### src/ubc_pkg.sv
// constants shared by the branch trace and fetch break logic
package ubc_pkg;
  localparam int unsigned AW = 8;
  localparam int unsigned DW = 32;
  // register offsets
  localparam logic [7:0] OFF_CTRL   = 8'h00;
  localparam logic [7:0] OFF_BCS_A  = 8'h04;
  localparam logic [7:0] OFF_BCS_B  = 8'h08;
  localparam logic [7:0] OFF_ASID_A = 8'h0C;
  localparam logic [7:0] OFF_ASID_B = 8'h10;
  localparam logic [7:0] OFF_DCMP_B = 8'h14;
  localparam logic [7:0] OFF_DMSK_B = 8'h18;
  localparam logic [7:0] OFF_SRC    = 8'h1C;
  localparam logic [7:0] OFF_DST    = 8'h20;
  // break_control bit positions
  localparam int unsigned CB_A_CPU  = 15;
  localparam int unsigned CB_B_CPU  = 14;
  localparam int unsigned CB_A_DMA  = 13;
  localparam int unsigned CB_B_DMA  = 12;
  localparam int unsigned CB_TEN    = 11;
  localparam int unsigned CB_PCB_A  = 10;
  localparam int unsigned CB_DBE_B  = 7;
  localparam int unsigned CB_PCB_B  = 6;
  localparam int unsigned CB_TPTR   = 16;
  // trace word layout
  localparam int unsigned TV_BIT    = 31;
  localparam int unsigned TPID_LSB  = 28;
  localparam int unsigned TA_W      = 28;
  // bus cycle select fields, two bits each
  localparam int unsigned SEL_CD    = 6;
  localparam int unsigned SEL_IO    = 4;
  localparam int unsigned SEL_RW    = 2;
  localparam int unsigned SEL_SZ    = 0;
  localparam logic [1:0] SZ_ANY     = 2'h0;
  localparam logic [1:0] SZ_WORD    = 2'h2;
  localparam logic [1:0] SZ_LONG    = 2'h3;
  localparam logic [1:0] SEL_OFF    = 2'h0;
  localparam logic [15:0] HALF_MASK = 16'hFFFF;
  // break type towards the cpu
  localparam logic [1:0] BT_NONE    = 2'h0;
  localparam logic [1:0] BT_PRE     = 2'h1;
  localparam logic [1:0] BT_POST    = 2'h2;
  localparam logic [1:0] BT_DATA    = 2'h3;
endpackage : ubc_pkg

### src/ubc_cycle_match.sv
// one channel's bus cycle condition compare
`timescale 1ns/1ps
module ubc_cycle_match (
  // channel setup
  input  wire logic [7:0] sel_i,
  input  wire logic [7:0] asid_cmp_i,
  // observed cycle
  input  wire logic       valid_i,
  input  wire logic       dma_i,
  input  wire logic       fetch_i,
  input  wire logic       write_i,
  input  wire logic [1:0] size_i,
  input  wire logic [7:0] asid_i,
  input  wire logic       addr_hit_i,
  input  wire logic       data_ok_i,
  // result
  output logic            hit_o
);
  logic [1:0] cd;
  logic [1:0] io;
  logic [1:0] rw;
  logic [1:0] sz;
  logic       on;
  logic       kind_ok;
  assign cd = sel_i[ubc_pkg::SEL_CD +: 2];
  assign io = sel_i[ubc_pkg::SEL_IO +: 2];
  assign rw = sel_i[ubc_pkg::SEL_RW +: 2];
  assign sz = sel_i[ubc_pkg::SEL_SZ +: 2];
  // a cd, io or rw group left at 00 disables the channel; sz at 00 matches any size
  assign on = (cd != ubc_pkg::SEL_OFF) && (io != ubc_pkg::SEL_OFF)
              && (rw != ubc_pkg::SEL_OFF);
  assign kind_ok = (dma_i ? cd[1] : cd[0]) && (fetch_i ? io[0] : io[1])
                   && (write_i ? rw[1] : rw[0])
                   && (sz == ubc_pkg::SZ_ANY || sz == size_i);
  assign hit_o = valid_i && on && kind_ok && (asid_i == asid_cmp_i)
                 && addr_hit_i && data_ok_i;
endmodule : ubc_cycle_match

### src/ubc_trace_break.sv
// branch trace queue, space id compare and break request flow
// How it works
// - destination word is 32 bits, low 28 hold first fetch address after branch.
// - destination valid flag in bit 31 sets when a destination is captured.
// - reading the destination word clears its valid flag.
// - reset clears only the valid flags; stored addresses keep their values.
// - eight entries deep; every traced branch shifts entries up by one.
// - bits 30 to 28 of the destination word read zero; software writes zero.
// - two 8-bit space id compare registers, one per channel, read and write.
// - space id compare registers have no reset value.
// - a cd, io or rw bus cycle select group at 00 disables that channel; sz at 00 is any size.
// - satisfied condition raises a break request with its break type.
// - a match sets the channel's cpu or dma match flag by cycle kind.
// - match flags stay set until software writes zero to them.
// - near-simultaneous data and fetch breaks give one request; both flags may set.
// - cpu fetch read word/long selects fetch break; select bit picks pre or post.
// - pre break only on confirmed issued instructions, never on overrun fetches.
// - pre break hitting a delay slot is taken at the next acceptable point.
// - post break lets the instruction finish, then breaks before the next one.
// - post break on a delayed branch waits for the next acceptable point.
// - channel B fetch breaks ignore data compare and data mask.
// - tracing runs only while trace enable is 1; each branch pushes a pair.
// - one shared read pointer; it advances only after the destination read.
// - re-enabling trace invalidates the queue and restarts the trace pointer.
//
// The register offsets and strobed register access are this design's own decisions.
`timescale 1ns/1ps
module ubc_trace_break #(
  parameter int unsigned DEPTH = 8
) (
  // clock and reset
  input  wire logic                 clock_i,
  input  wire logic                 reset_i,
  // register port
  input  wire logic [7:0]           addr_i,
  input  wire logic [31:0]          wdata_i,
  input  wire logic                 write_i,
  input  wire logic                 read_i,
  output logic      [31:0]          rdata_o,
  // bus cycles seen on the data side
  input  wire logic                 cyc_valid_i,
  input  wire logic                 cyc_dma_i,
  input  wire logic                 cyc_write_i,
  input  wire logic [1:0]           cyc_size_i,
  input  wire logic [7:0]           cyc_asid_i,
  input  wire logic [31:0]          cyc_data_i,
  input  wire logic [1:0]           cyc_addr_hit_i,
  // instruction flow from the cpu
  input  wire logic                 issue_valid_i,
  input  wire logic                 issue_accept_i,
  input  wire logic [7:0]           issue_asid_i,
  input  wire logic [1:0]           issue_addr_hit_i,
  input  wire logic                 retire_i,
  // branch trace capture
  input  wire logic                 branch_i,
  input  wire logic [27:0]          branch_src_addr_i,
  input  wire logic [2:0]           branch_pid_i,
  input  wire logic [27:0]          branch_dst_addr_i,
  // break request
  output logic                      break_req_o,
  output logic      [1:0]           break_type_o
);
  localparam int unsigned PW = $clog2(DEPTH);
  localparam logic [PW-1:0] PTR_TOP = PW'(DEPTH - 1);
  localparam logic [PW-1:0] PTR_BOT = '0;

  logic [3:0]  flag_q;
  logic        trace_en_q;
  logic        pcb_a_q;
  logic        pcb_b_q;
  logic        dbe_b_q;
  logic [7:0]  bcs_a_q;
  logic [7:0]  bcs_b_q;
  logic [7:0]  asid_a_q;
  logic [7:0]  asid_b_q;
  logic [31:0] dcmp_q;
  logic [31:0] dmsk_q;

  logic [27:0] src_addr_q [DEPTH];
  logic [2:0]  pid_q      [DEPTH];
  logic [27:0] dst_addr_q [DEPTH];
  logic [DEPTH-1:0] svf_q;
  logic [DEPTH-1:0] dvf_q;
  logic [PW-1:0]    rd_ptr_q;
  logic [PW-1:0]    trace_ptr_q;

  logic pre_pend_q;
  logic post_arm_q;
  logic post_pend_q;
  logic data_pend_q;

  logic wr_ctrl;
  logic rd_src;
  logic rd_dst;
  logic push;
  logic reenable;
  assign wr_ctrl  = write_i && addr_i == ubc_pkg::OFF_CTRL;
  assign rd_src   = read_i && addr_i == ubc_pkg::OFF_SRC;
  assign rd_dst   = read_i && addr_i == ubc_pkg::OFF_DST;
  assign push     = trace_en_q && branch_i;
  assign reenable = wr_ctrl && wdata_i[ubc_pkg::CB_TEN] && !trace_en_q;

  // ---------------- configuration registers
  always_ff @(posedge clock_i) begin
    if (reset_i) begin
      trace_en_q <= 1'b0;
      pcb_a_q    <= 1'b0;
      pcb_b_q    <= 1'b0;
      dbe_b_q    <= 1'b0;
      bcs_a_q    <= 8'h00;
      bcs_b_q    <= 8'h00;
      dcmp_q     <= 32'h00000000;
      dmsk_q     <= 32'h00000000;
    end else if (write_i) begin
      unique case (addr_i)
        ubc_pkg::OFF_CTRL: begin
          trace_en_q <= wdata_i[ubc_pkg::CB_TEN];
          pcb_a_q    <= wdata_i[ubc_pkg::CB_PCB_A];
          pcb_b_q    <= wdata_i[ubc_pkg::CB_PCB_B];
          dbe_b_q    <= wdata_i[ubc_pkg::CB_DBE_B];
        end
        ubc_pkg::OFF_BCS_A:  bcs_a_q <= wdata_i[7:0];
        ubc_pkg::OFF_BCS_B:  bcs_b_q <= wdata_i[7:0];
        ubc_pkg::OFF_DCMP_B: dcmp_q  <= wdata_i;
        ubc_pkg::OFF_DMSK_B: dmsk_q  <= wdata_i;
        default: ;
      endcase
    end
  end

  // space id compares carry no reset so they stay undefined until written
  always_ff @(posedge clock_i) begin
    if (write_i && addr_i == ubc_pkg::OFF_ASID_A) begin
      asid_a_q <= wdata_i[7:0];
    end
    if (write_i && addr_i == ubc_pkg::OFF_ASID_B) begin
      asid_b_q <= wdata_i[7:0];
    end
  end

  // ---------------- condition compare
  logic data_ok_b;
  logic [31:0] dmiss;
  logic [1:0] hit_f;
  logic [1:0] hit_d;
  logic [1:0] fsz_a;
  logic [1:0] fsz_b;
  assign dmiss = (cyc_data_i ^ dcmp_q) & ~dmsk_q;
  assign data_ok_b = !dbe_b_q || (cyc_size_i == ubc_pkg::SZ_LONG ? dmiss == '0
                     : (dmiss[15:0] & ubc_pkg::HALF_MASK) == '0);
  // fetch compares present a word fetch when the channel asks for word
  assign fsz_a = bcs_a_q[ubc_pkg::SEL_SZ +: 2] == ubc_pkg::SZ_WORD ? ubc_pkg::SZ_WORD
                 : ubc_pkg::SZ_LONG;
  assign fsz_b = bcs_b_q[ubc_pkg::SEL_SZ +: 2] == ubc_pkg::SZ_WORD ? ubc_pkg::SZ_WORD
                 : ubc_pkg::SZ_LONG;

  // fetch side only sees issued instructions, so overrun fetches never count
  ubc_cycle_match u_fetch_a (
    .sel_i      (bcs_a_q),
    .asid_cmp_i (asid_a_q),
    .valid_i    (issue_valid_i),
    .dma_i      (1'b0),
    .fetch_i    (1'b1),
    .write_i    (1'b0),
    .size_i     (fsz_a),
    .asid_i     (issue_asid_i),
    .addr_hit_i (issue_addr_hit_i[0]),
    .data_ok_i  (1'b1),
    .hit_o      (hit_f[0])
  );
  ubc_cycle_match u_fetch_b (
    .sel_i      (bcs_b_q),
    .asid_cmp_i (asid_b_q),
    .valid_i    (issue_valid_i),
    .dma_i      (1'b0),
    .fetch_i    (1'b1),
    .write_i    (1'b0),
    .size_i     (fsz_b),
    .asid_i     (issue_asid_i),
    .addr_hit_i (issue_addr_hit_i[1]),
    .data_ok_i  (1'b1),
    .hit_o      (hit_f[1])
  );
  ubc_cycle_match u_data_a (
    .sel_i      (bcs_a_q),
    .asid_cmp_i (asid_a_q),
    .valid_i    (cyc_valid_i),
    .dma_i      (cyc_dma_i),
    .fetch_i    (1'b0),
    .write_i    (cyc_write_i),
    .size_i     (cyc_size_i),
    .asid_i     (cyc_asid_i),
    .addr_hit_i (cyc_addr_hit_i[0]),
    .data_ok_i  (1'b1),
    .hit_o      (hit_d[0])
  );
  ubc_cycle_match u_data_b (
    .sel_i      (bcs_b_q),
    .asid_cmp_i (asid_b_q),
    .valid_i    (cyc_valid_i),
    .dma_i      (cyc_dma_i),
    .fetch_i    (1'b0),
    .write_i    (cyc_write_i),
    .size_i     (cyc_size_i),
    .asid_i     (cyc_asid_i),
    .addr_hit_i (cyc_addr_hit_i[1]),
    .data_ok_i  (data_ok_b),
    .hit_o      (hit_d[1])
  );

  // ---------------- match flags: hardware sets, software writes 0 to clear
  logic [3:0] flag_set;
  assign flag_set = {hit_f[0] || (hit_d[0] && !cyc_dma_i),
                     hit_f[1] || (hit_d[1] && !cyc_dma_i),
                     hit_d[0] && cyc_dma_i,
                     hit_d[1] && cyc_dma_i};
  always_ff @(posedge clock_i) begin
    if (reset_i) begin
      flag_q <= 4'h0;
    end else begin
      // a new match wins over a clear in the same cycle
      flag_q <= (wr_ctrl ? (flag_q & wdata_i[ubc_pkg::CB_B_DMA +: 4]) : flag_q)
                | flag_set;
    end
  end

  // ---------------- break request flow
  logic pre_set;
  logic post_set;
  logic fire;
  assign pre_set  = (hit_f[0] && !pcb_a_q) || (hit_f[1] && !pcb_b_q);
  assign post_set = (hit_f[0] && pcb_a_q) || (hit_f[1] && pcb_b_q);
  // only an issue slot that can take a break carries one; delay slots pass by
  assign fire = issue_valid_i && issue_accept_i
                && (pre_set || pre_pend_q || post_pend_q || data_pend_q);

  always_ff @(posedge clock_i) begin
    if (reset_i || fire) begin
      // every pending source is consumed by the one request
      pre_pend_q  <= 1'b0;
      post_pend_q <= 1'b0;
      data_pend_q <= 1'b0;
    end else begin
      pre_pend_q  <= pre_pend_q || pre_set;
      post_pend_q <= post_pend_q || (post_arm_q && retire_i);
      data_pend_q <= data_pend_q || (|hit_d);
    end
  end

  // post break waits for the matched instruction to retire
  always_ff @(posedge clock_i) begin
    if (reset_i) begin
      post_arm_q <= 1'b0;
    end else if (post_set) begin
      post_arm_q <= 1'b1;
    end else if (retire_i) begin
      post_arm_q <= 1'b0;
    end
  end

  always_ff @(posedge clock_i) begin
    if (reset_i) begin
      break_req_o  <= 1'b0;
      break_type_o <= ubc_pkg::BT_NONE;
    end else begin
      break_req_o  <= fire;
      if (!fire) begin
        break_type_o <= ubc_pkg::BT_NONE;
      end else if (pre_set || pre_pend_q) begin
        break_type_o <= ubc_pkg::BT_PRE;
      end else if (post_pend_q) begin
        break_type_o <= ubc_pkg::BT_POST;
      end else begin
        break_type_o <= ubc_pkg::BT_DATA;
      end
    end
  end

  // ---------------- branch trace queue
  // payload has no reset: only the valid flags are defined after reset
  always_ff @(posedge clock_i) begin
    if (push) begin
      src_addr_q[0] <= branch_src_addr_i;
      pid_q[0]      <= branch_pid_i;
      dst_addr_q[0] <= branch_dst_addr_i;
      for (int i = 1; i < DEPTH; i++) begin
        src_addr_q[i] <= src_addr_q[i-1];
        pid_q[i]      <= pid_q[i-1];
        dst_addr_q[i] <= dst_addr_q[i-1];
      end
    end
  end

  logic [DEPTH-1:0] svf_d;
  logic [DEPTH-1:0] dvf_d;
  logic [PW:0]      clr_idx;
  always_comb begin
    svf_d = push ? {svf_q[DEPTH-2:0], 1'b1} : svf_q;
    dvf_d = push ? {dvf_q[DEPTH-2:0], 1'b1} : dvf_q;
    // the read entry moves up one place when a push lands in the same cycle
    clr_idx = {1'b0, rd_ptr_q} + (push ? (PW+1)'(1) : (PW+1)'(0));
    if (clr_idx < (PW+1)'(DEPTH)) begin
      if (rd_src) begin
        svf_d[clr_idx[PW-1:0]] = 1'b0;
      end
      if (rd_dst) begin
        dvf_d[clr_idx[PW-1:0]] = 1'b0;
      end
    end
  end

  always_ff @(posedge clock_i) begin
    if (reset_i || reenable) begin
      svf_q <= '0;
      dvf_q <= '0;
    end else begin
      svf_q <= svf_d;
      dvf_q <= dvf_d;
    end
  end

  // shared read pointer survives a trace restart; an empty slot takes a push in place
  always_ff @(posedge clock_i) begin
    if (reset_i) begin
      rd_ptr_q <= PTR_BOT;
    end else if (push && !rd_dst && dvf_q[rd_ptr_q] && rd_ptr_q != PTR_TOP) begin
      rd_ptr_q <= rd_ptr_q + PW'(1);
    end else if (rd_dst && !push && rd_ptr_q != PTR_BOT) begin
      rd_ptr_q <= rd_ptr_q - PW'(1);
    end
  end

  always_ff @(posedge clock_i) begin
    if (reset_i || reenable) begin
      trace_ptr_q <= PTR_BOT;
    end else if (push && trace_ptr_q != PTR_TOP) begin
      trace_ptr_q <= trace_ptr_q + PW'(1);
    end
  end

  // ---------------- read data, valid only in the cycle after the strobe
  logic [31:0] rd_d;
  always_comb begin
    rd_d = 32'h00000000;
    unique case (addr_i)
      ubc_pkg::OFF_CTRL: begin
        rd_d[ubc_pkg::CB_B_DMA +: 4]  = flag_q;
        rd_d[ubc_pkg::CB_TEN]         = trace_en_q;
        rd_d[ubc_pkg::CB_PCB_A]       = pcb_a_q;
        rd_d[ubc_pkg::CB_PCB_B]       = pcb_b_q;
        rd_d[ubc_pkg::CB_DBE_B]       = dbe_b_q;
        rd_d[ubc_pkg::CB_TPTR +: PW]  = trace_ptr_q;
      end
      ubc_pkg::OFF_BCS_A:  rd_d[7:0] = bcs_a_q;
      ubc_pkg::OFF_BCS_B:  rd_d[7:0] = bcs_b_q;
      ubc_pkg::OFF_ASID_A: rd_d[7:0] = asid_a_q;
      ubc_pkg::OFF_ASID_B: rd_d[7:0] = asid_b_q;
      ubc_pkg::OFF_DCMP_B: rd_d = dcmp_q;
      ubc_pkg::OFF_DMSK_B: rd_d = dmsk_q;
      ubc_pkg::OFF_SRC: begin
        rd_d[ubc_pkg::TV_BIT]          = svf_q[rd_ptr_q];
        rd_d[ubc_pkg::TPID_LSB +: 3]   = pid_q[rd_ptr_q];
        rd_d[ubc_pkg::TA_W-1:0]        = src_addr_q[rd_ptr_q];
      end
      ubc_pkg::OFF_DST: begin
        rd_d[ubc_pkg::TV_BIT]          = dvf_q[rd_ptr_q];
        rd_d[ubc_pkg::TA_W-1:0]        = dst_addr_q[rd_ptr_q];
      end
      default: rd_d = 32'h00000000;
    endcase
  end

  always_ff @(posedge clock_i) begin
    if (reset_i) begin
      rdata_o <= 32'h00000000;
    end else begin
      rdata_o <= read_i ? rd_d : 32'h00000000;
    end
  end

  // ---------------- checks
  chk_dst_rsvd_zero: assert property (@(posedge clock_i) disable iff (reset_i)
    rd_dst |=> rdata_o[ubc_pkg::TV_BIT-1:ubc_pkg::TA_W] == 3'h0)
    else $error("reserved trace bits not zero");
  chk_push_sets_dvf: assert property (@(posedge clock_i) disable iff (reset_i)
    push && !reenable |=> dvf_q[0] && svf_q[0])
    else $error("push did not set valid flags");
  chk_dst_read_clr: assert property (@(posedge clock_i) disable iff (reset_i)
    rd_dst && !push |=> !dvf_q[$past(rd_ptr_q)])
    else $error("destination read left valid set");
  chk_reset_clr_vf: assert property (@(posedge clock_i)
    reset_i |=> dvf_q == '0 && svf_q == '0)
    else $error("reset did not clear valid flags");
  chk_flag_sticky: assert property (@(posedge clock_i) disable iff (reset_i)
    flag_q[3] && !wr_ctrl |=> flag_q[3])
    else $error("match flag dropped without a write");
  chk_sel_off_quiet: assert property (@(posedge clock_i) disable iff (reset_i)
    bcs_a_q[ubc_pkg::SEL_CD +: 2] == ubc_pkg::SEL_OFF |-> !hit_f[0] && !hit_d[0])
    else $error("disabled channel matched");
  chk_one_request: assert property (@(posedge clock_i) disable iff (reset_i)
    fire |=> !pre_pend_q && !post_pend_q && !data_pend_q)
    else $error("pending break survived a request");
  chk_pre_type: assert property (@(posedge clock_i) disable iff (reset_i)
    fire && pre_set |=> break_req_o && break_type_o == ubc_pkg::BT_PRE)
    else $error("pre break type wrong");
  chk_post_waits: assert property (@(posedge clock_i) disable iff (reset_i)
    post_set && !pre_set && !pre_pend_q && !post_pend_q && !data_pend_q |=> !break_req_o)
    else $error("post break before retire");
  chk_no_trace_off: assert property (@(posedge clock_i) disable iff (reset_i)
    !trace_en_q && !reenable |=> $stable(trace_ptr_q))
    else $error("trace moved while disabled");
endmodule : ubc_trace_break

### config.mk
export PLATFORM = sky130hd
export DESIGN_NAME = ubc_trace_break
export DESIGN_NICKNAME = d
export VERILOG_FILES = /design/src/ubc_pkg.sv /design/src/ubc_cycle_match.sv /design/src/ubc_trace_break.sv
export SDC_FILE = /design/constraint.sdc
export NUM_CORES = 1
export LEC_CHECK = 0
export BUFFER_PORTS_ARGS = -buffer_cell sky130_fd_sc_hd__buf_2
export CAP_MARGIN = 0
export CORE_MARGIN = 10
export CORE_UTILIZATION = 56
export DETAILED_ROUTE_END_ITERATION = 8
export GPL_TIMING_DRIVEN = 0
export PLACE_DENSITY = 0.85
export SKIP_LAST_GASP = 1
export SLEW_MARGIN = 10
export SYNTH_ARGS = -nofsm -noshare
export SYNTH_HDL_FRONTEND = slang
export SYNTH_SLANG_ARGS = --single-unit
### constraint.sdc
create_clock -name clock_i -period 16.8 [get_ports clock_i]
set_clock_uncertainty 0.05 [all_clocks]
set_input_delay 0.84 -clock clock_i [delete_from_list [all_inputs] [get_ports clock_i]]
set_output_delay 0.84 -clock clock_i [all_outputs]
set_load 0.01 [all_outputs]
==> flow_metrics.py <==
metrics = {
    "worst_setup_path": {
        "critPathArrivalTime_ns": 3.79,
        "r2r_end": "svf_q[1]",
        "required_ns": 17.29,
        "worst-path-buf-inv": 2,
        "crit_path_cell_trace": "nand2_1, inv_8, buf_16, ha_1, ha_1, o21ai_0, and3_1, a221oi_1",
        "setup.worst_path.end_class": "register",
        "crit_path_top_delay_cell": "inv_8",
        "max_stage_delay_ns": 0.65,
        "crit_path_start_kind": "register",
        "r2r_setup_slack_ns": 13.50,
        "r2r_cells": 8,
        "path_delay_family": "buffers and inverters",
        "crit_fanout": 116,
        "worst_path_most_repeated_cell": "ha_1",
        "worst-setup-path-type": "reg2reg",
        "reg2reg_from": "trace_en_q",
    },
    "power_and_ir_drop": {
        "powerDensity_nw_per_um2": 105,
        "ir_drop_v": 0.0000805,
        "p_clk_share_pct": 43.0,
        "internal_power_mw": 2.44,
        "power.share.switching_pct": 20.2,
        "p_leak_nw": 9.43,
        "p_seq_share_pct": 55.1,
        "p_sw_mw": 0.617,
        "power.share.combinational_pct": 1.9,
    },
    "place": {
        "place.gp.congestion": 0.951,
        "dp.cells": 2393,
        "io_buffer_count": 195,
        "hpwl_um": 46600,
    },
    "worst_hold_path": {
        "whs_endpoint": "src_addr_q[0][8]",
        "min_path_cells": 1,
        "min_from": "branch_src_addr_i[8]",
        "min_path_type": "in2reg",
    },
    "cells_and_area": {
        "multi_input_area_um2": 7400,
        "area_growth_pct": 14.6,
        "fin_util_pct": 64.7,
        "seqCellArea_um2": 17700,
        "drive_above_1_share_pct": 25.3,
        "final_nets": 2025,
        "fin_cells": 2512,
        "nFillCells": 3106,
    },
    "drt": {
        "first_pass_iters": 9,
        "drtAntennaViolNets": 0,
        "wl_met2_um": 31000,
        "via_per_inst": 6.36,
        "drc": 0,
        "wl_met3_um": 7140,
        "top_layer_used": "met5",
        "routed-via-count": 16000,
        "drt-met1-wl_um": 26200,
        "detail_route.iter0.violations": 2506,
        "wire_per_inst_um": 26.6,
        "routed_wl_um": 66900,
    },
    "clocking": {
        "clk_path_buf_depth": 3,
        "hold_buffers": 0,
        "numCtsBuffers": 61,
        "clock_sinks": 640,
        "cts_setup_buffers": 0,
        "ctsResizeCount": 0,
        "ctsRootBufferMaster": "clkbuf_16",
        "clkSlewWorstSetupHoldPaths_ns": 0.06,
        "cts_tree": "yes",
        "insertion_delay_ns": 0.64,
        "cts-htree-levels": 2,
    },
    "synth": {
        "synth_top_area_share_pct": 57.4,
        "synth_top_family_by_area": "multiplexers",
        "yosysSeqAreaShare_pct": 69.4,
        "synth_cells": 1595,
        "yosys.area.top_type": "edfxtp_1",
        "ys_warn_count": 0,
        "synth_commonest_cells": "edfxtp_1 (488), nand2_1 (185), dfxtp_1 (152)",
        "yosys.cell_count.top_type": "edfxtp_1",
        "ys.flop_type": "edfxtp_1",
        "synth_edf_count": 488,
        "synthAdderAreaFrac_pct": 0.275,
        "synthTopCellsByArea": "edfxtp_1 (57%), dfxtp_1 (12%), mux4_2 (11%), nand2_1 (2.7%), mux2i_1 (2.4%)",
        "synth_xor_area_share_pct": 2.30,
        "syn_avg_cell_area_um2": 16.0,
        "yosys.cell_types.count": 61,
        "yosys.area_share.simple_pct": 5.93,
        "synth-seq-cells": 640,
        "ys_async_sr_fraction_pct": 0,
        "synth_compound_area_share_pct": 6.15,
        "netlist_area_um2": 25500,
        "synth_mux_area_share_pct": 14.4,
        "synth_fp_nets": 1764,
    },
    "floorplan": {
        "die_x_um": 233,
        "fp-row-count": 78,
        "dieArea_um2": 54500,
        "initial_core_util_pct": 56.5,
        "core-area_um2": 45200,
        "die_h_um": 233,
        "io_pins": 199,
    },
    "global_routing": {
        "grt_overflow": 0,
        "grt_usage_pct": 24.3,
        "grt_pass1_wl_um": 99200,
        "grt_start_max_net_pins": 139,
        "grt_pass1_vias": 15600,
        "antenna_found_initial": 8,
    },
    "job": {
        "drv_cap": 0,
    },
    "sta": {
        "hold_ws_ns": 0.325,
        "slew_violations": 0,
        "fmax_ghz": 0.303,
        "hold_viol_final": 0,
        "relSlewSlack_pct": 31.8,
        "finalCriticalPeriod_ns": 3.30,
        "finalSetupTns_ns": 0,
        "grt_setup_unrepaired": "false",
        "setup_viol": 0,
        "worst_pin_slew_ns": 1.01,
        "period_share_pct": 19.7,
    },
    "run_status": {
        "status": "finished clean",
    },
}
-- cells by family after synthesis --
kind of cell,Yosys count
mux,210
fa+ha+maj,5
flops,640
buf+inv,93
compound gates,236
simple gates,344
xor+xnor,67
-- worst max path at each step --
stage / start / cells after the start / slack (ns) / endpoint
3_3_place_gp: branch_i / 7 / 6.95 / svf_q[6]
3_5_place_dp: branch_i / 9 / 12.95 / svf_q[1]
5_1_grt: trace_en_q / 8 / 13.17 / svf_q[1]
2_1_floorplan: branch_i / 8 / 8.82 / svf_q[6]
6_report: trace_en_q / 8 / 13.50 / svf_q[1]
4_1_cts: trace_en_q / 8 / 13.50 / svf_q[1]
-- through the flow --
| step | power, mW | area (um^2) | setup WS [ns] |
|---|---|---|---|
| global placement | 1.77 | 27200 | 6.95 |
| detailed placement | 1.78 | 27300 | 12.95 |
| CTS | 3.07 | 29200 | 13.50 |
| finish | 3.06 | 29200 | 13.50 |
| global route | 3.14 | 29200 | 13.17 |
| floorplan | 1.74 | 25500 | 8.82 |
-- worst reg2reg max path: stages (launching register included) --
cell	delay [ns]
dfxtp_1	0.40
nand2_1	0.40
inv_8	0.65
buf_16	0.48
ha_1	0.32
ha_1	0.22
o21ai_0	0.10
and3_1	0.27
a221oi_1	0.32
-- registers in the layout, summed over array words and instances (netlist names), 2 cells and up, named ones only --
register	count
dst_addr_q	224
src_addr_q	224
dcmp_q	32
dmsk_q	32
rdata_o	32
pid_q	24
asid_a_q	8
asid_b_q	8
bcs_a_q	8
bcs_b_q	8
dvf_q	8
svf_q	8
flag_q	4
rd_ptr_q	3
trace_ptr_q	3
break_type_o	2
-- power groups by stage --
stage / clock network (mW) / registers (mW) / logic [mW]
4_1_cts: 1.33 / 1.68 / 0.0580
3_5_place_dp: 0 / 1.72 / 0.0575
3_3_place_gp: 0 / 1.72 / 0.0568
5_1_grt: 1.39 / 1.68 / 0.0625
2_1_floorplan: 0 / 1.72 / 0.0202
6_report: 1.31 / 1.68 / 0.0592
-- cells in the final DEF, fill, tap and decap left out, types with 9 or more instances in the layout --
master     instances
nor4_1            13
dfxtp_1          152
mux4_2           122
buf_2            231
a221oi_1           9
nand3_1           31
clkbuf_16         62
clkinv_1          16
a222oi_1          15
clkbuf_1          56
clkinv_2          12
a21oi_1          108
mux2_2            28
nor2_1            64
xor2_1            31
mux2i_1           60
o22ai_1           22
a22o_1            10
xnor2_1           36
a2111oi_0         12
edfxtp_1         488
o21ai_0           12
nand2_1          185
a211oi_1          10
-- layout make-up --
type,count,share of cell area [%]
Antenna cell,4,0.0342
Clock buffer,82,5.67
Tap cell,600,2.57
Buffer,87,1.34
Multi-Input combinational cell,862,25.3
Timing Repair Buffer,198,3.62
Clock inverter,33,0.792
Inverter,6,0.103
Sequential cell,640,60.5
-- layer usage --
layer / vias to the layer above / global-route usage [%]
met1: 7997 / 33.9
met2: 1047 / 37.2
met3: 148 / 5.33
met4: 8 / 8.79
met5: - / 0
li1: 6773 / -
No activity file was read; power rests on OpenSTA's default activity.
